--- config.mk ---
export PLATFORM = sky130hd
export DESIGN_NAME = fcs_host
export DESIGN_NICKNAME = d
export VERILOG_FILES = /design/src/fcs_pkg.sv /design/src/fcs_host.sv
export SDC_FILE = /design/constraint.sdc
export NUM_CORES = 1
export LEC_CHECK = 0
export BUFFER_PORTS_ARGS = -buffer_cell sky130_fd_sc_hd__buf_2
export CAP_MARGIN = 20
export CELL_PAD_IN_SITES_DETAIL_PLACEMENT = 0
export CELL_PAD_IN_SITES_GLOBAL_PLACEMENT = 1
export CORE_AREA = 2 2 154 217
export DETAILED_ROUTE_END_ITERATION = 6
export DIE_AREA = 0 0 156 219
export PLACE_DENSITY = 0.66
export SYNTH_ARGS = -nofsm -noshare
export SYNTH_HDL_FRONTEND = slang
export SYNTH_SLANG_ARGS = --single-unit
export TNS_END_PERCENT = 10
--- constraint.sdc ---
create_clock -name ref_clk -period 2.8 [get_ports ref_clk]
set_clock_uncertainty 0.05 [all_clocks]
set_input_delay 0.56 -clock ref_clk [delete_from_list [all_inputs] [get_ports ref_clk]]
set_output_delay 0.56 -clock ref_clk [all_outputs]
set_load 0.005 [all_outputs]
--- src/fcs_pkg.sv ---
// Package for the flash command host: command codes, addresses, timing and carrier types
package fcs_pkg;
  localparam int unsigned CLK_MHZ         = 250;
  localparam int unsigned AW              = 19;
  localparam logic [7:0]  CD_UNLOCK1      = 8'haa;
  localparam logic [7:0]  CD_UNLOCK2      = 8'h55;
  localparam logic [7:0]  CD_RESET        = 8'hf0;
  localparam logic [7:0]  CD_AUTOSEL      = 8'h90;
  localparam logic [7:0]  CD_PROGRAM      = 8'ha0;
  localparam logic [7:0]  CD_BYPASS       = 8'h20;
  localparam logic [7:0]  CD_BYP_EXIT     = 8'h00;
  localparam logic [7:0]  CD_ERASE_SETUP  = 8'h80;
  localparam logic [7:0]  CD_CHIP_ERASE   = 8'h10;
  localparam logic [7:0]  CD_BLOCK_ERASE  = 8'h30;
  localparam logic [7:0]  CD_SUSPEND      = 8'hb0;
  localparam logic [7:0]  CD_RESUME       = 8'h30;
  localparam logic [AW-1:0] AD_FIRST      = 19'h00aaa;
  localparam logic [AW-1:0] AD_SECOND     = 19'h00555;
  localparam logic [AW-1:0] AD_PROTECT_RD = 19'h00002;
  // Strobe timing: setup, low pulse, read access, in nanoseconds
  localparam int unsigned T_SETUP_NS      = 20;
  localparam int unsigned T_PULSE_NS      = 40;
  localparam int unsigned T_READ_NS       = 60;
  localparam int unsigned SETUP_CYC       = (T_SETUP_NS * CLK_MHZ + 999) / 1000;
  localparam int unsigned PULSE_CYC       = (T_PULSE_NS * CLK_MHZ + 999) / 1000;
  localparam int unsigned READ_CYC        = (T_READ_NS * CLK_MHZ + 999) / 1000;
  // Block-add window of the erase controller (longest time, rounded down)
  localparam int unsigned T_BLOCK_WIN_US  = 50;
  localparam int unsigned BLOCK_WIN_CYC   = T_BLOCK_WIN_US * CLK_MHZ;
  localparam int unsigned CW              = 16;

  typedef enum logic [3:0] {
    FCS_OP_RESET     = 4'h0,
    FCS_OP_RESET3    = 4'h1,
    FCS_OP_AUTOSEL   = 4'h2,
    FCS_OP_PROGRAM   = 4'h3,
    FCS_OP_BYPASS    = 4'h4,
    FCS_OP_BYP_PROG  = 4'h5,
    FCS_OP_BYP_EXIT  = 4'h6,
    FCS_OP_CHIP_ERS  = 4'h7,
    FCS_OP_BLOCK_ERS = 4'h8,
    FCS_OP_SUSPEND   = 4'h9,
    FCS_OP_RESUME    = 4'ha,
    FCS_OP_READ      = 4'hb
  } fcs_op_t;

  typedef struct packed {
    fcs_op_t         op;
    logic [AW-1:0]   addr;
    logic [7:0]      data;
  } fcs_req_t;

  typedef struct packed {
    logic [AW-1:0]   addr;
    logic [7:0]      data;
  } fcs_cycle_t;
endpackage

--- src/fcs_host.sv ---
// Host-side sequencer that drives flash commands as bus write cycles over byte-wide pins
`timescale 1ns/1ps
// Notes on behaviour
// - Command codes and addresses are issued exactly as the hexadecimal table gives.
// - Reset is one F0 write, or unlock pair then F0.
// - Auto select is unlock pair then 90 at AAA.
// - Program is unlock pair, A0 at AAA, then target address and value.
// - After an error, the caller requests reset to restore array reads.
// - Bypass entry is unlock pair then 20 at AAA.
// - Bypass program is A0 anywhere, then target address and value.
// - Bypass exit is 90 then 00 to any address.
// - Chip erase is six writes ending with 10 at AAA.
// - Block erase is chip-erase prefix then 30 at a block address.
// - Extra blocks must follow within the 50 us window.
// - Suspend is one B0 write to any address.
// - Resume is one 30 write to any address.
module fcs_host #(
  parameter int unsigned BLOCK_WIN_CYC = fcs_pkg::BLOCK_WIN_CYC
) (
  // Clock and reset
  input  wire logic                       ref_clk,
  input  wire logic                       rst_n,
  // Command request
  input  wire fcs_pkg::fcs_req_t          req,
  input  wire logic                       req_valid,
  output logic                            req_ready,
  output logic                            rsp_valid,
  output logic [7:0]                      rsp_data,
  output logic                            win_open,
  // Flash pins
  output logic [fcs_pkg::AW-1:0]          flash_addr,
  output logic [7:0]                      flash_dq_out,
  output logic                            flash_dq_oe,
  input  wire logic [7:0]                 flash_dq_in,
  output logic                            flash_ce_n,
  output logic                            flash_we_n,
  output logic                            flash_oe_n
);
  typedef enum logic [4:0] {
    FCS_IDLE  = 5'b00001,
    FCS_SETUP = 5'b00010,
    FCS_PULSE = 5'b00100,
    FCS_HOLD  = 5'b01000,
    FCS_READ  = 5'b10000
  } fcs_state_t;

  localparam logic [15:0] SETUP_N = 16'(fcs_pkg::SETUP_CYC);
  localparam logic [15:0] PULSE_N = 16'(fcs_pkg::PULSE_CYC);
  localparam logic [15:0] READ_N  = 16'(fcs_pkg::READ_CYC);
  localparam logic [31:0] WIN_N   = 32'(BLOCK_WIN_CYC);

  fcs_state_t                 state_q, state_d;
  fcs_pkg::fcs_cycle_t        seq_q [6];
  fcs_pkg::fcs_cycle_t        seq_d [6];
  logic [2:0]                 len_q, len_d, idx_q, idx_d;
  logic [15:0]                cnt_q, cnt_d;
  logic [31:0]                win_q, win_d;
  logic                       is_blk_q, is_blk_d;
  logic                       ready_q, ready_d, rv_q, rv_d;
  logic [7:0]                 rdat_q, rdat_d;
  logic [fcs_pkg::AW-1:0]     addr_q, addr_d;
  logic [7:0]                 dq_q, dq_d;
  logic                       oe_q, oe_d, ce_q, ce_d, we_q, we_d, rd_q, rd_d;

  // Unlocked command prefix: cycles 0-1 unlock, cycle 2 code at AAA, or F0 at 0 for reset
  function automatic fcs_pkg::fcs_cycle_t cyc(input logic [fcs_pkg::AW-1:0] a, input logic [7:0] d);
    fcs_pkg::fcs_cycle_t c;
    c.addr = a;
    c.data = d;
    return c;
  endfunction

  always_comb begin
    state_d  = state_q;
    seq_d    = seq_q;
    len_d    = len_q;
    idx_d    = idx_q;
    cnt_d    = cnt_q;
    win_d    = (win_q != 32'h0) ? win_q - 32'h1 : 32'h0;
    is_blk_d = is_blk_q;
    ready_d  = ready_q;
    rv_d     = 1'b0;
    rdat_d   = rdat_q;
    addr_d   = addr_q;
    dq_d     = dq_q;
    oe_d     = oe_q;
    ce_d     = ce_q;
    we_d     = we_q;
    rd_d     = rd_q;
    case (state_q)
      FCS_IDLE: begin
        if (req_valid && ready_q) begin
          ready_d  = 1'b0;
          idx_d    = 3'd0;
          is_blk_d = 1'b0;
          seq_d[0] = cyc(fcs_pkg::AD_FIRST, fcs_pkg::CD_UNLOCK1);
          seq_d[1] = cyc(fcs_pkg::AD_SECOND, fcs_pkg::CD_UNLOCK2);
          seq_d[3] = cyc(fcs_pkg::AD_FIRST, fcs_pkg::CD_UNLOCK1);
          seq_d[4] = cyc(fcs_pkg::AD_SECOND, fcs_pkg::CD_UNLOCK2);
          // Upper address bits are don't-care to the decoder; pass the caller's value for targets only
          case (req.op)
            fcs_pkg::FCS_OP_RESET: begin
              seq_d[0] = cyc('0, fcs_pkg::CD_RESET);
              len_d    = 3'd1;
            end
            fcs_pkg::FCS_OP_RESET3: begin
              seq_d[2] = cyc('0, fcs_pkg::CD_RESET);
              len_d    = 3'd3;
            end
            fcs_pkg::FCS_OP_AUTOSEL: begin
              seq_d[2] = cyc(fcs_pkg::AD_FIRST, fcs_pkg::CD_AUTOSEL);
              len_d    = 3'd3;
            end
            fcs_pkg::FCS_OP_PROGRAM: begin
              seq_d[2] = cyc(fcs_pkg::AD_FIRST, fcs_pkg::CD_PROGRAM);
              seq_d[3] = cyc(req.addr, req.data);
              len_d    = 3'd4;
            end
            fcs_pkg::FCS_OP_BYPASS: begin
              seq_d[2] = cyc(fcs_pkg::AD_FIRST, fcs_pkg::CD_BYPASS);
              len_d    = 3'd3;
            end
            fcs_pkg::FCS_OP_BYP_PROG: begin
              seq_d[0] = cyc('0, fcs_pkg::CD_PROGRAM);
              seq_d[1] = cyc(req.addr, req.data);
              len_d    = 3'd2;
            end
            fcs_pkg::FCS_OP_BYP_EXIT: begin
              seq_d[0] = cyc('0, fcs_pkg::CD_AUTOSEL);
              seq_d[1] = cyc('0, fcs_pkg::CD_BYP_EXIT);
              len_d    = 3'd2;
            end
            fcs_pkg::FCS_OP_CHIP_ERS: begin
              seq_d[2] = cyc(fcs_pkg::AD_FIRST, fcs_pkg::CD_ERASE_SETUP);
              seq_d[5] = cyc(fcs_pkg::AD_FIRST, fcs_pkg::CD_CHIP_ERASE);
              len_d    = 3'd6;
            end
            fcs_pkg::FCS_OP_BLOCK_ERS: begin
              is_blk_d = 1'b1;
              if (win_q != 32'h0) begin
                // Window still open: only the block-select write is repeated
                seq_d[0] = cyc(req.addr, fcs_pkg::CD_BLOCK_ERASE);
                len_d    = 3'd1;
              end else begin
                seq_d[2] = cyc(fcs_pkg::AD_FIRST, fcs_pkg::CD_ERASE_SETUP);
                seq_d[5] = cyc(req.addr, fcs_pkg::CD_BLOCK_ERASE);
                len_d    = 3'd6;
              end
            end
            fcs_pkg::FCS_OP_SUSPEND: begin
              seq_d[0] = cyc('0, fcs_pkg::CD_SUSPEND);
              len_d    = 3'd1;
            end
            fcs_pkg::FCS_OP_RESUME: begin
              seq_d[0] = cyc('0, fcs_pkg::CD_RESUME);
              len_d    = 3'd1;
            end
            default: begin
              // Plain read; protection status also uses the caller's address unchanged
              seq_d[0] = cyc(req.addr, 8'h00);
              len_d    = 3'd0;
            end
          endcase
          addr_d = (req.op == fcs_pkg::FCS_OP_READ) ? req.addr : addr_q;
          ce_d   = 1'b0;
          cnt_d  = (req.op == fcs_pkg::FCS_OP_READ) ? READ_N : SETUP_N;
          state_d = (req.op == fcs_pkg::FCS_OP_READ) ? FCS_READ : FCS_SETUP;
          oe_d   = 1'b0;
          // Held active low so the output enable pin comes straight from this flop
          rd_d   = (req.op != fcs_pkg::FCS_OP_READ);
        end
      end
      FCS_SETUP: begin
        // Command addresses carry zero upper bits; targets keep the caller's full address
        addr_d = seq_q[idx_q].addr;
        dq_d = seq_q[idx_q].data;
        oe_d = 1'b1;
        if (cnt_q <= 16'd1) begin
          we_d    = 1'b0;
          cnt_d   = PULSE_N;
          state_d = FCS_PULSE;
        end else begin
          cnt_d = cnt_q - 16'd1;
        end
      end
      FCS_PULSE: begin
        if (cnt_q <= 16'd1) begin
          we_d    = 1'b1; // Rising edge latches the data
          cnt_d   = SETUP_N;
          state_d = FCS_HOLD;
        end else begin
          cnt_d = cnt_q - 16'd1;
        end
      end
      FCS_HOLD: begin
        if (cnt_q <= 16'd1) begin
          if (idx_q + 3'd1 >= len_q) begin
            ce_d    = 1'b1;
            oe_d    = 1'b0;
            ready_d = 1'b1;
            rv_d    = 1'b1;
            if (is_blk_q) begin
              win_d = WIN_N;
            end
            state_d = FCS_IDLE;
          end else begin
            idx_d   = idx_q + 3'd1;
            cnt_d   = SETUP_N;
            state_d = FCS_SETUP;
          end
        end else begin
          cnt_d = cnt_q - 16'd1;
        end
      end
      FCS_READ: begin
        // Reads during busy time return status; the caller polls it
        if (cnt_q <= 16'd1) begin
          rdat_d  = flash_dq_in;
          rv_d    = 1'b1;
          ce_d    = 1'b1;
          rd_d    = 1'b1;
          ready_d = 1'b1;
          state_d = FCS_IDLE;
        end else begin
          cnt_d = cnt_q - 16'd1;
        end
      end
      default: state_d = FCS_IDLE;
    endcase
  end

  always_ff @(posedge ref_clk) begin
    if (!rst_n) begin
      state_q  <= FCS_IDLE;
      for (int i = 0; i < 6; i++) seq_q[i] <= '0;
      len_q    <= 3'd0;
      idx_q    <= 3'd0;
      cnt_q    <= 16'h0000;
      win_q    <= 32'h0000_0000;
      is_blk_q <= 1'b0;
      ready_q  <= 1'b1;
      rv_q     <= 1'b0;
      rdat_q   <= 8'h00;
      addr_q   <= '0;
      dq_q     <= 8'h00;
      oe_q     <= 1'b0;
      ce_q     <= 1'b1;
      we_q     <= 1'b1;
      rd_q     <= 1'b1;
    end else begin
      state_q  <= state_d;
      seq_q    <= seq_d;
      len_q    <= len_d;
      idx_q    <= idx_d;
      cnt_q    <= cnt_d;
      win_q    <= win_d;
      is_blk_q <= is_blk_d;
      ready_q  <= ready_d;
      rv_q     <= rv_d;
      rdat_q   <= rdat_d;
      addr_q   <= addr_d;
      dq_q     <= dq_d;
      oe_q     <= oe_d;
      ce_q     <= ce_d;
      we_q     <= we_d;
      rd_q     <= rd_d;
    end
  end

  logic win_open_q;
  always_ff @(posedge ref_clk) begin
    if (!rst_n) begin
      win_open_q <= 1'b0;
    end else begin
      win_open_q <= (win_d != 32'h0);
    end
  end

  assign req_ready    = ready_q;
  assign rsp_valid    = rv_q;
  assign rsp_data     = rdat_q;
  assign win_open     = win_open_q;
  assign flash_addr   = addr_q;
  assign flash_dq_out = dq_q;
  assign flash_dq_oe  = oe_q;
  assign flash_ce_n   = ce_q;
  assign flash_we_n   = we_q;
  assign flash_oe_n   = rd_q;
endmodule // fcs_host

# Yosys cells after proc, flatten, opt, wreduce, memory -nomap -nowiden

Cells that the tools add are included.

Register bits after elaboration: 238
Bits of input ports: 42
Output and inout port bits: 42
Logic and storage cells: 149

$add $sub $neg: 3
Order comparisons: 3
Equal/unequal tests: 28
Multiplexer cells: 58
Bitwise gates (word level): 1
Reductions and logical operators: 29

Operator list:

| kind                    | number |
|---|---|
| $pmux W27 S7            | 1 |
| $mux W27                | 6 |
| $pmux W27 S6            | 1 |
| $mux W32                | 5 |
| $pmux W27 S2            | 2 |
| $mux W16                | 6 |
| $bmux W27 S3            | 1 |
| $pmux W16 S5            | 1 |
| $reduce_bool A32 Y1     | 2 |
| $mux W19                | 2 |
| $pmux W19 S2            | 1 |
| $sub A32 B1 Y32 const B | 1 |
| $mux W5                 | 6 |
| $pmux W5 S5             | 1 |
| $ne A2 B2 Y1 const B    | 10 |
| $reduce_and A4 Y1       | 5 |
| $pmux W3 S6             | 1 |
| $eq A4 B3 Y1 const B    | 4 |
| $eq A4 B4 Y1 const B    | 4 |
| $le A16 B1 Y1 const B   | 1 |
| $sub A16 B1 Y16 const B | 1 |
| $mux W1                 | 12 |
| $mux W3                 | 4 |
| $reduce_and A5 Y1       | 2 |
| 29 further kinds        | 42 |

# Logic depth before layout (Yosys ltp)

Word-level depth: 7
Depth in mapped cells: 12
Mapped depth without buffers: 10

# Least setup slack after synthesis

No wires, ideal clock.

Kind: reg-to-reg
From: register win_q[0]
To: register win_open_q (netlist: win_open)
Library setup time: 0.119 ns
Data arrival time: 2.691 ns
Data required time: 2.631 ns
Path slack: -0.060 ns
Stages on the path, launching flop included: 13
Path buffers: 3
Clock period less this slack: 2.860 ns
Path through: dfxtp_1 -> clkbuf_1 -> inv_1 -> ha_1 -> or3b_2 -> clkbuf_1 -> or4_4 -> buf_6 -> nor4_1 -> xnor2_1 -> nand3_1 -> nor4_2 -> nor2_1

Cells in the longest elaborated chain, start to end: 7
Elaborated cells on any way between the ends: 8
Classes of those cells: add/sub (1); mux (5); reduce/logical (2)

RTL lines:

| what                                                   | line            | RTL |
|---|---|---|
| from (decl)                                            | fcs_host.sv:57  | `logic [31:0] win_q, win_d;` |
| from (signal assigned)                                 | fcs_host.sv:256 | `win_q <= win_d;` |
| $sub A32 B1 Y32 or $reduce_bool A32 Y1 (tied branches) | fcs_host.sv:79  | `win_d = (win_q != 32'h0) ? win_q - 32'h1 : 32'h0;` |
| $mux W32 (*)                                           | fcs_host.sv:79  |  |
| $mux W32                                               | fcs_host.sv:202 | `if (is_blk_q) begin` |
| $mux W32                                               | fcs_host.sv:197 | `if (idx_q + 3'd1 >= len_q) begin` |
| $mux W32                                               | fcs_host.sv:196 | `if (cnt_q <= 16'd1) begin` |
| $mux W32 (*)                                           | fcs_host.sv:90  | `case (state_q)` |
| $reduce_bool A32 Y1 (*)                                | fcs_host.sv:275 | `win_open_q <= (win_d != 32'h0);` |
| to (signal assigned)                                   | fcs_host.sv:275 |  |
| to (decl)                                              | fcs_host.sv:270 | `logic win_open_q;` |

Mark *: on every way between the ends. The rest lies on a longest branch, timed or not.
A chain may end at the register's enable or synchronous reset.

# Final worst setup path

From: register win_q[5]
To: register seq_q[21] in the netlist's numbering

Cells in the longest elaborated chain, start to end: 3

RTL lines:

| what                               | line            | RTL |
|---|---|---|
| $reduce_bool A32 Y1                | fcs_host.sv:140 | `if (win_q != 32'h0) begin` |
| $ne A2 B2 Y1 (no source line)      | n/a             |  |
| $reduce_and A4 Y1 (no source line) | n/a             |  |
| to (signal assigned)               | fcs_host.sv:252 | `seq_q <= seq_d;` |
| to (decl)                          | fcs_host.sv:53  | `fcs_pkg::fcs_cycle_t seq_q [6];` |

Every way passes these cells.

==> impl_metrics.env <==
export IMPL_syn_nets=1196
export IMPL_worstSetupPathType="reg2reg"
export IMPL_antenna_found_initial=1
export IMPL_grt_max_degree=117
export IMPL_rsz0062_at_grt="no"
export IMPL_timing_fmax_mhz=377
export IMPL_p_int_mw=7.49
export IMPL_fin_nets=1275
export IMPL_clock_sinks=206
export IMPL_synth_area_per_cell_um2=8.33
export IMPL_outcome="complete, no violations"
export IMPL_std_cell_rows=78
export IMPL_synth_area_leaders="dfxtp_1 43%, nor2_1 6.8%, a21oi_1 5.1%"
export IMPL_ctsHoldBuffers=0
export IMPL_fp_dieH_um=219
export IMPL_routed_wl_um=28900
export IMPL_place_ws_ns=0.125
export IMPL_peakVddDrop_mv=0.357
export IMPL_finalMaxSlewViolations=0
export IMPL_die_area_um2=34200
export IMPL_p_sw_mw=4.86
export IMPL_area_delta_synth_final_pct=19.0
export IMPL_synth_ff_latch_count=206
export IMPL_hpwl_um=19500
export IMPL_setup_viol=0
export IMPL_start_kind="flop"
export IMPL_wire_per_inst_um=17.7
export IMPL_hold_path_class="in2reg"
export IMPL_coreArea_um2=32100
export IMPL_cts_buffer_depth=3
export IMPL_fp_dieW_um=156
export IMPL_cts_buffers=23
export IMPL_setup_slack_ns=0.147
export IMPL_finalHoldViolCount=0
export IMPL_slew_headroom_pct=35.3
export IMPL_grt_pass1_vias=8461
export IMPL_async_flop_share_pct=0
export IMPL_syn_instance_count=1146
export IMPL_pwr_share_comb_pct=42.9
export IMPL_io_pins=84
export IMPL_first_iter_violations=561
export IMPL_num_vias=8617
export IMPL_grt_pass1_wl_um=46200
export IMPL_synth_most_common_cell="dfxtp_1"
export IMPL_clkTransAtPathRegs_ns=0.06
export IMPL_synth_top_area_share_pct=43.2
export IMPL_crit_path_top_delay_cell="or4_4"
export IMPL_cts_tree="yes"
export IMPL_power_share_sequential_pct=32.6
export IMPL_endpoint_kind="flop"
export IMPL_netlist_area_um2=9550
export IMPL_synth_area_leader_cell="dfxtp_1"
export IMPL_drcViolationCount=0
export IMPL_pwr_share_clk_pct=24.5
export IMPL_critPathArrivalTime_ns=2.99
export IMPL_yosysWarnings=0
export IMPL_yosysUniqueCellTypes=71
export IMPL_vias_per_cell=5.26
export IMPL_cts_root_buf="clkbuf_16"
export IMPL_path_cells="or4_4, nor4_4, and4_1, nand2_2, a21o_1, a22oi_1, nor2_1"
export IMPL_switching_share_pct=39.4
export IMPL_fin_crit_sh_pct=94.8
export IMPL_cp_max_fo=14
export IMPL_ys_seq_area_share_pct=43.2
export IMPL_finalCriticalPeriod_ns=2.65
export IMPL_clock_latency_ns=0.52
export IMPL_maxCapViolations=0
export IMPL_postRouteAntennaNets=0
export IMPL_worst_pin_slew_ns=0.970
export IMPL_ys_flop_type="dfxtp_1"
export IMPL_p_per_area_nw_per_um2=1090
export IMPL_finalSetupTns_ns=0
export IMPL_cp_slowest_stage_delay_ns=0.61
export IMPL_synth_common_cells="206 x dfxtp_1, 173 x nor2_1, 100 x nand2_1, 98 x a21oi_1, 66 x clkbuf_1"
export IMPL_grt_overflow_total=0
export IMPL_worstPathRequired_ns=3.13
export IMPL_start_util_pct=29.7
export IMPL_drtPass1Iterations=5
export IMPL_p_leak_nw=4.39
export IMPL_gp_congestion=0.882
export IMPL_cts_htree_levels=1
export IMPL_synth_edf_count=0
export IMPL_drive_above_1_share_pct=18.6
export IMPL_track_usage_pct=16.9
export IMPL_io_buffer_count=83
## state kept, by name, summed over array words and instances, names as in the netlist
name,flops
rsp_valid,1
flash_addr,19
flash_dq_oe,1
win_q,32
flash_dq_out,8
flash_ce_n,1
win_open,1
state_q,5
len_q,3
is_blk_q,1
idx_q,3
flash_we_n,1
flash_oe_n,1
rsp_data,8
seq_q,105
cnt_q,16
## through the flow
| stage | instances | area (um^2) | hold WS, ns | power [mW] | utilization [%] |
|---|---|---|---|---|---|
| detailed placement | 1600 | 10600 | 0.392 | 9.35 | 33.1 |
| finish | 1638 | 11400 | 0.222 | 12.4 | 35.4 |
| CTS | 1637 | 11400 | 0.205 | 12.4 | 35.4 |
| floorplan | 1146 | 9560 | 0.378 | 7.74 | - |
| global route | 1638 | 11400 | 0.233 | 13.3 | 35.4 |
| global placement | 1600 | 10600 | 0.386 | 9.33 | 33.1 |
## cell families after synthesis
family / after synthesis / share of synthesized area (%)
AND/OR/NAND/NOR: 477 / 23.6
adder cells (fa/ha/maj): 8 / 1.05
AO/OA/AOI/OAI: 277 / 19.0
multiplexers: 38 / 5.41
XOR/XNOR: 36 / 3.30
flip-flops: 206 / 43.2
buffers and inverters: 104 / 4.47
## what timing repair did
item / in CTS / in global routing
endpoints found under the setup margin: 0 / 15
buffers inserted: 0 / 0
endpoints found under the hold margin: 0 / 0
gates resized for setup: 0 / 2
## per-layer routing
layer / vias to the layer above / wire [um] / track usage [%]
li1: 4275 / - / -
met5: - / 0 / 0
met2: 178 / 14500 / 29.7
met4: 0 / 812 / 6.24
met3: 40 / 1200 / 2.59
met1: 4124 / 12400 / 20.7
## final timing paths
kind | start | depth (start not counted) | slack (ns) | end
worst min register to register | flash_addr[6]$_SDFFE_PN0P_ | 2 | 0.40 | flash_addr[6]$_SDFFE_PN0P_
worst min-delay path | flash_dq_in[4] | 3 | 0.22 | rsp_data[4]$_SDFFE_PN0P_
worst max-delay path | win_q[5]$_SDFF_PN0_ | 7 | 0.15 | seq_q[21]$_SDFFE_PN0P_
worst max register to register | win_q[5]$_SDFF_PN0_ | 7 | 0.15 | seq_q[21]$_SDFFE_PN0P_
## final cells by class
class	count	area, um^2
Fill cell	3353	20700
Timing Repair Buffer	142	883
Clock buffer	31	646
Sequential cell	206	4130
Inverter	16	62.6
Antenna cell	1	2.50
Clock inverter	6	87.6
Tap cell	400	500
Multi-Input combinational cell	836	5060
## critical path, delay by kind of cell (launching register included)
| kind | cells | cell delay (ns) |
|---|---|---|
| and+or+nand+nor | 5 | 1.42 |
| AOI/OAI and AO/OA | 2 | 0.65 |
| DFF | 1 | 0.37 |
## power groups by stage
stage	Clock, mW	Combinational (mW)	Sequential, mW
detailed placement	0	5.27	4.08
finish	3.03	5.30	4.03
floorplan	0	3.80	3.94
global route	3.23	5.93	4.12
CTS	3.12	5.30	4.02
global placement	0	5.27	4.06
## cells in the final DEF, fill, tap and decap left out, types with 23 or more instances in the layout
| cell | count |
|---|---|
| nand2_1 | 100 |
| a21oi_1 | 98 |
| buf_4 | 57 |
| dfxtp_1 | 205 |
| clkbuf_16 | 23 |
| o21ai_0 | 40 |
| nor3_1 | 54 |
| nor2_1 | 171 |
| nand3_1 | 62 |
| a22oi_1 | 32 |
| buf_2 | 83 |
(Power assumes the default switching activity.)
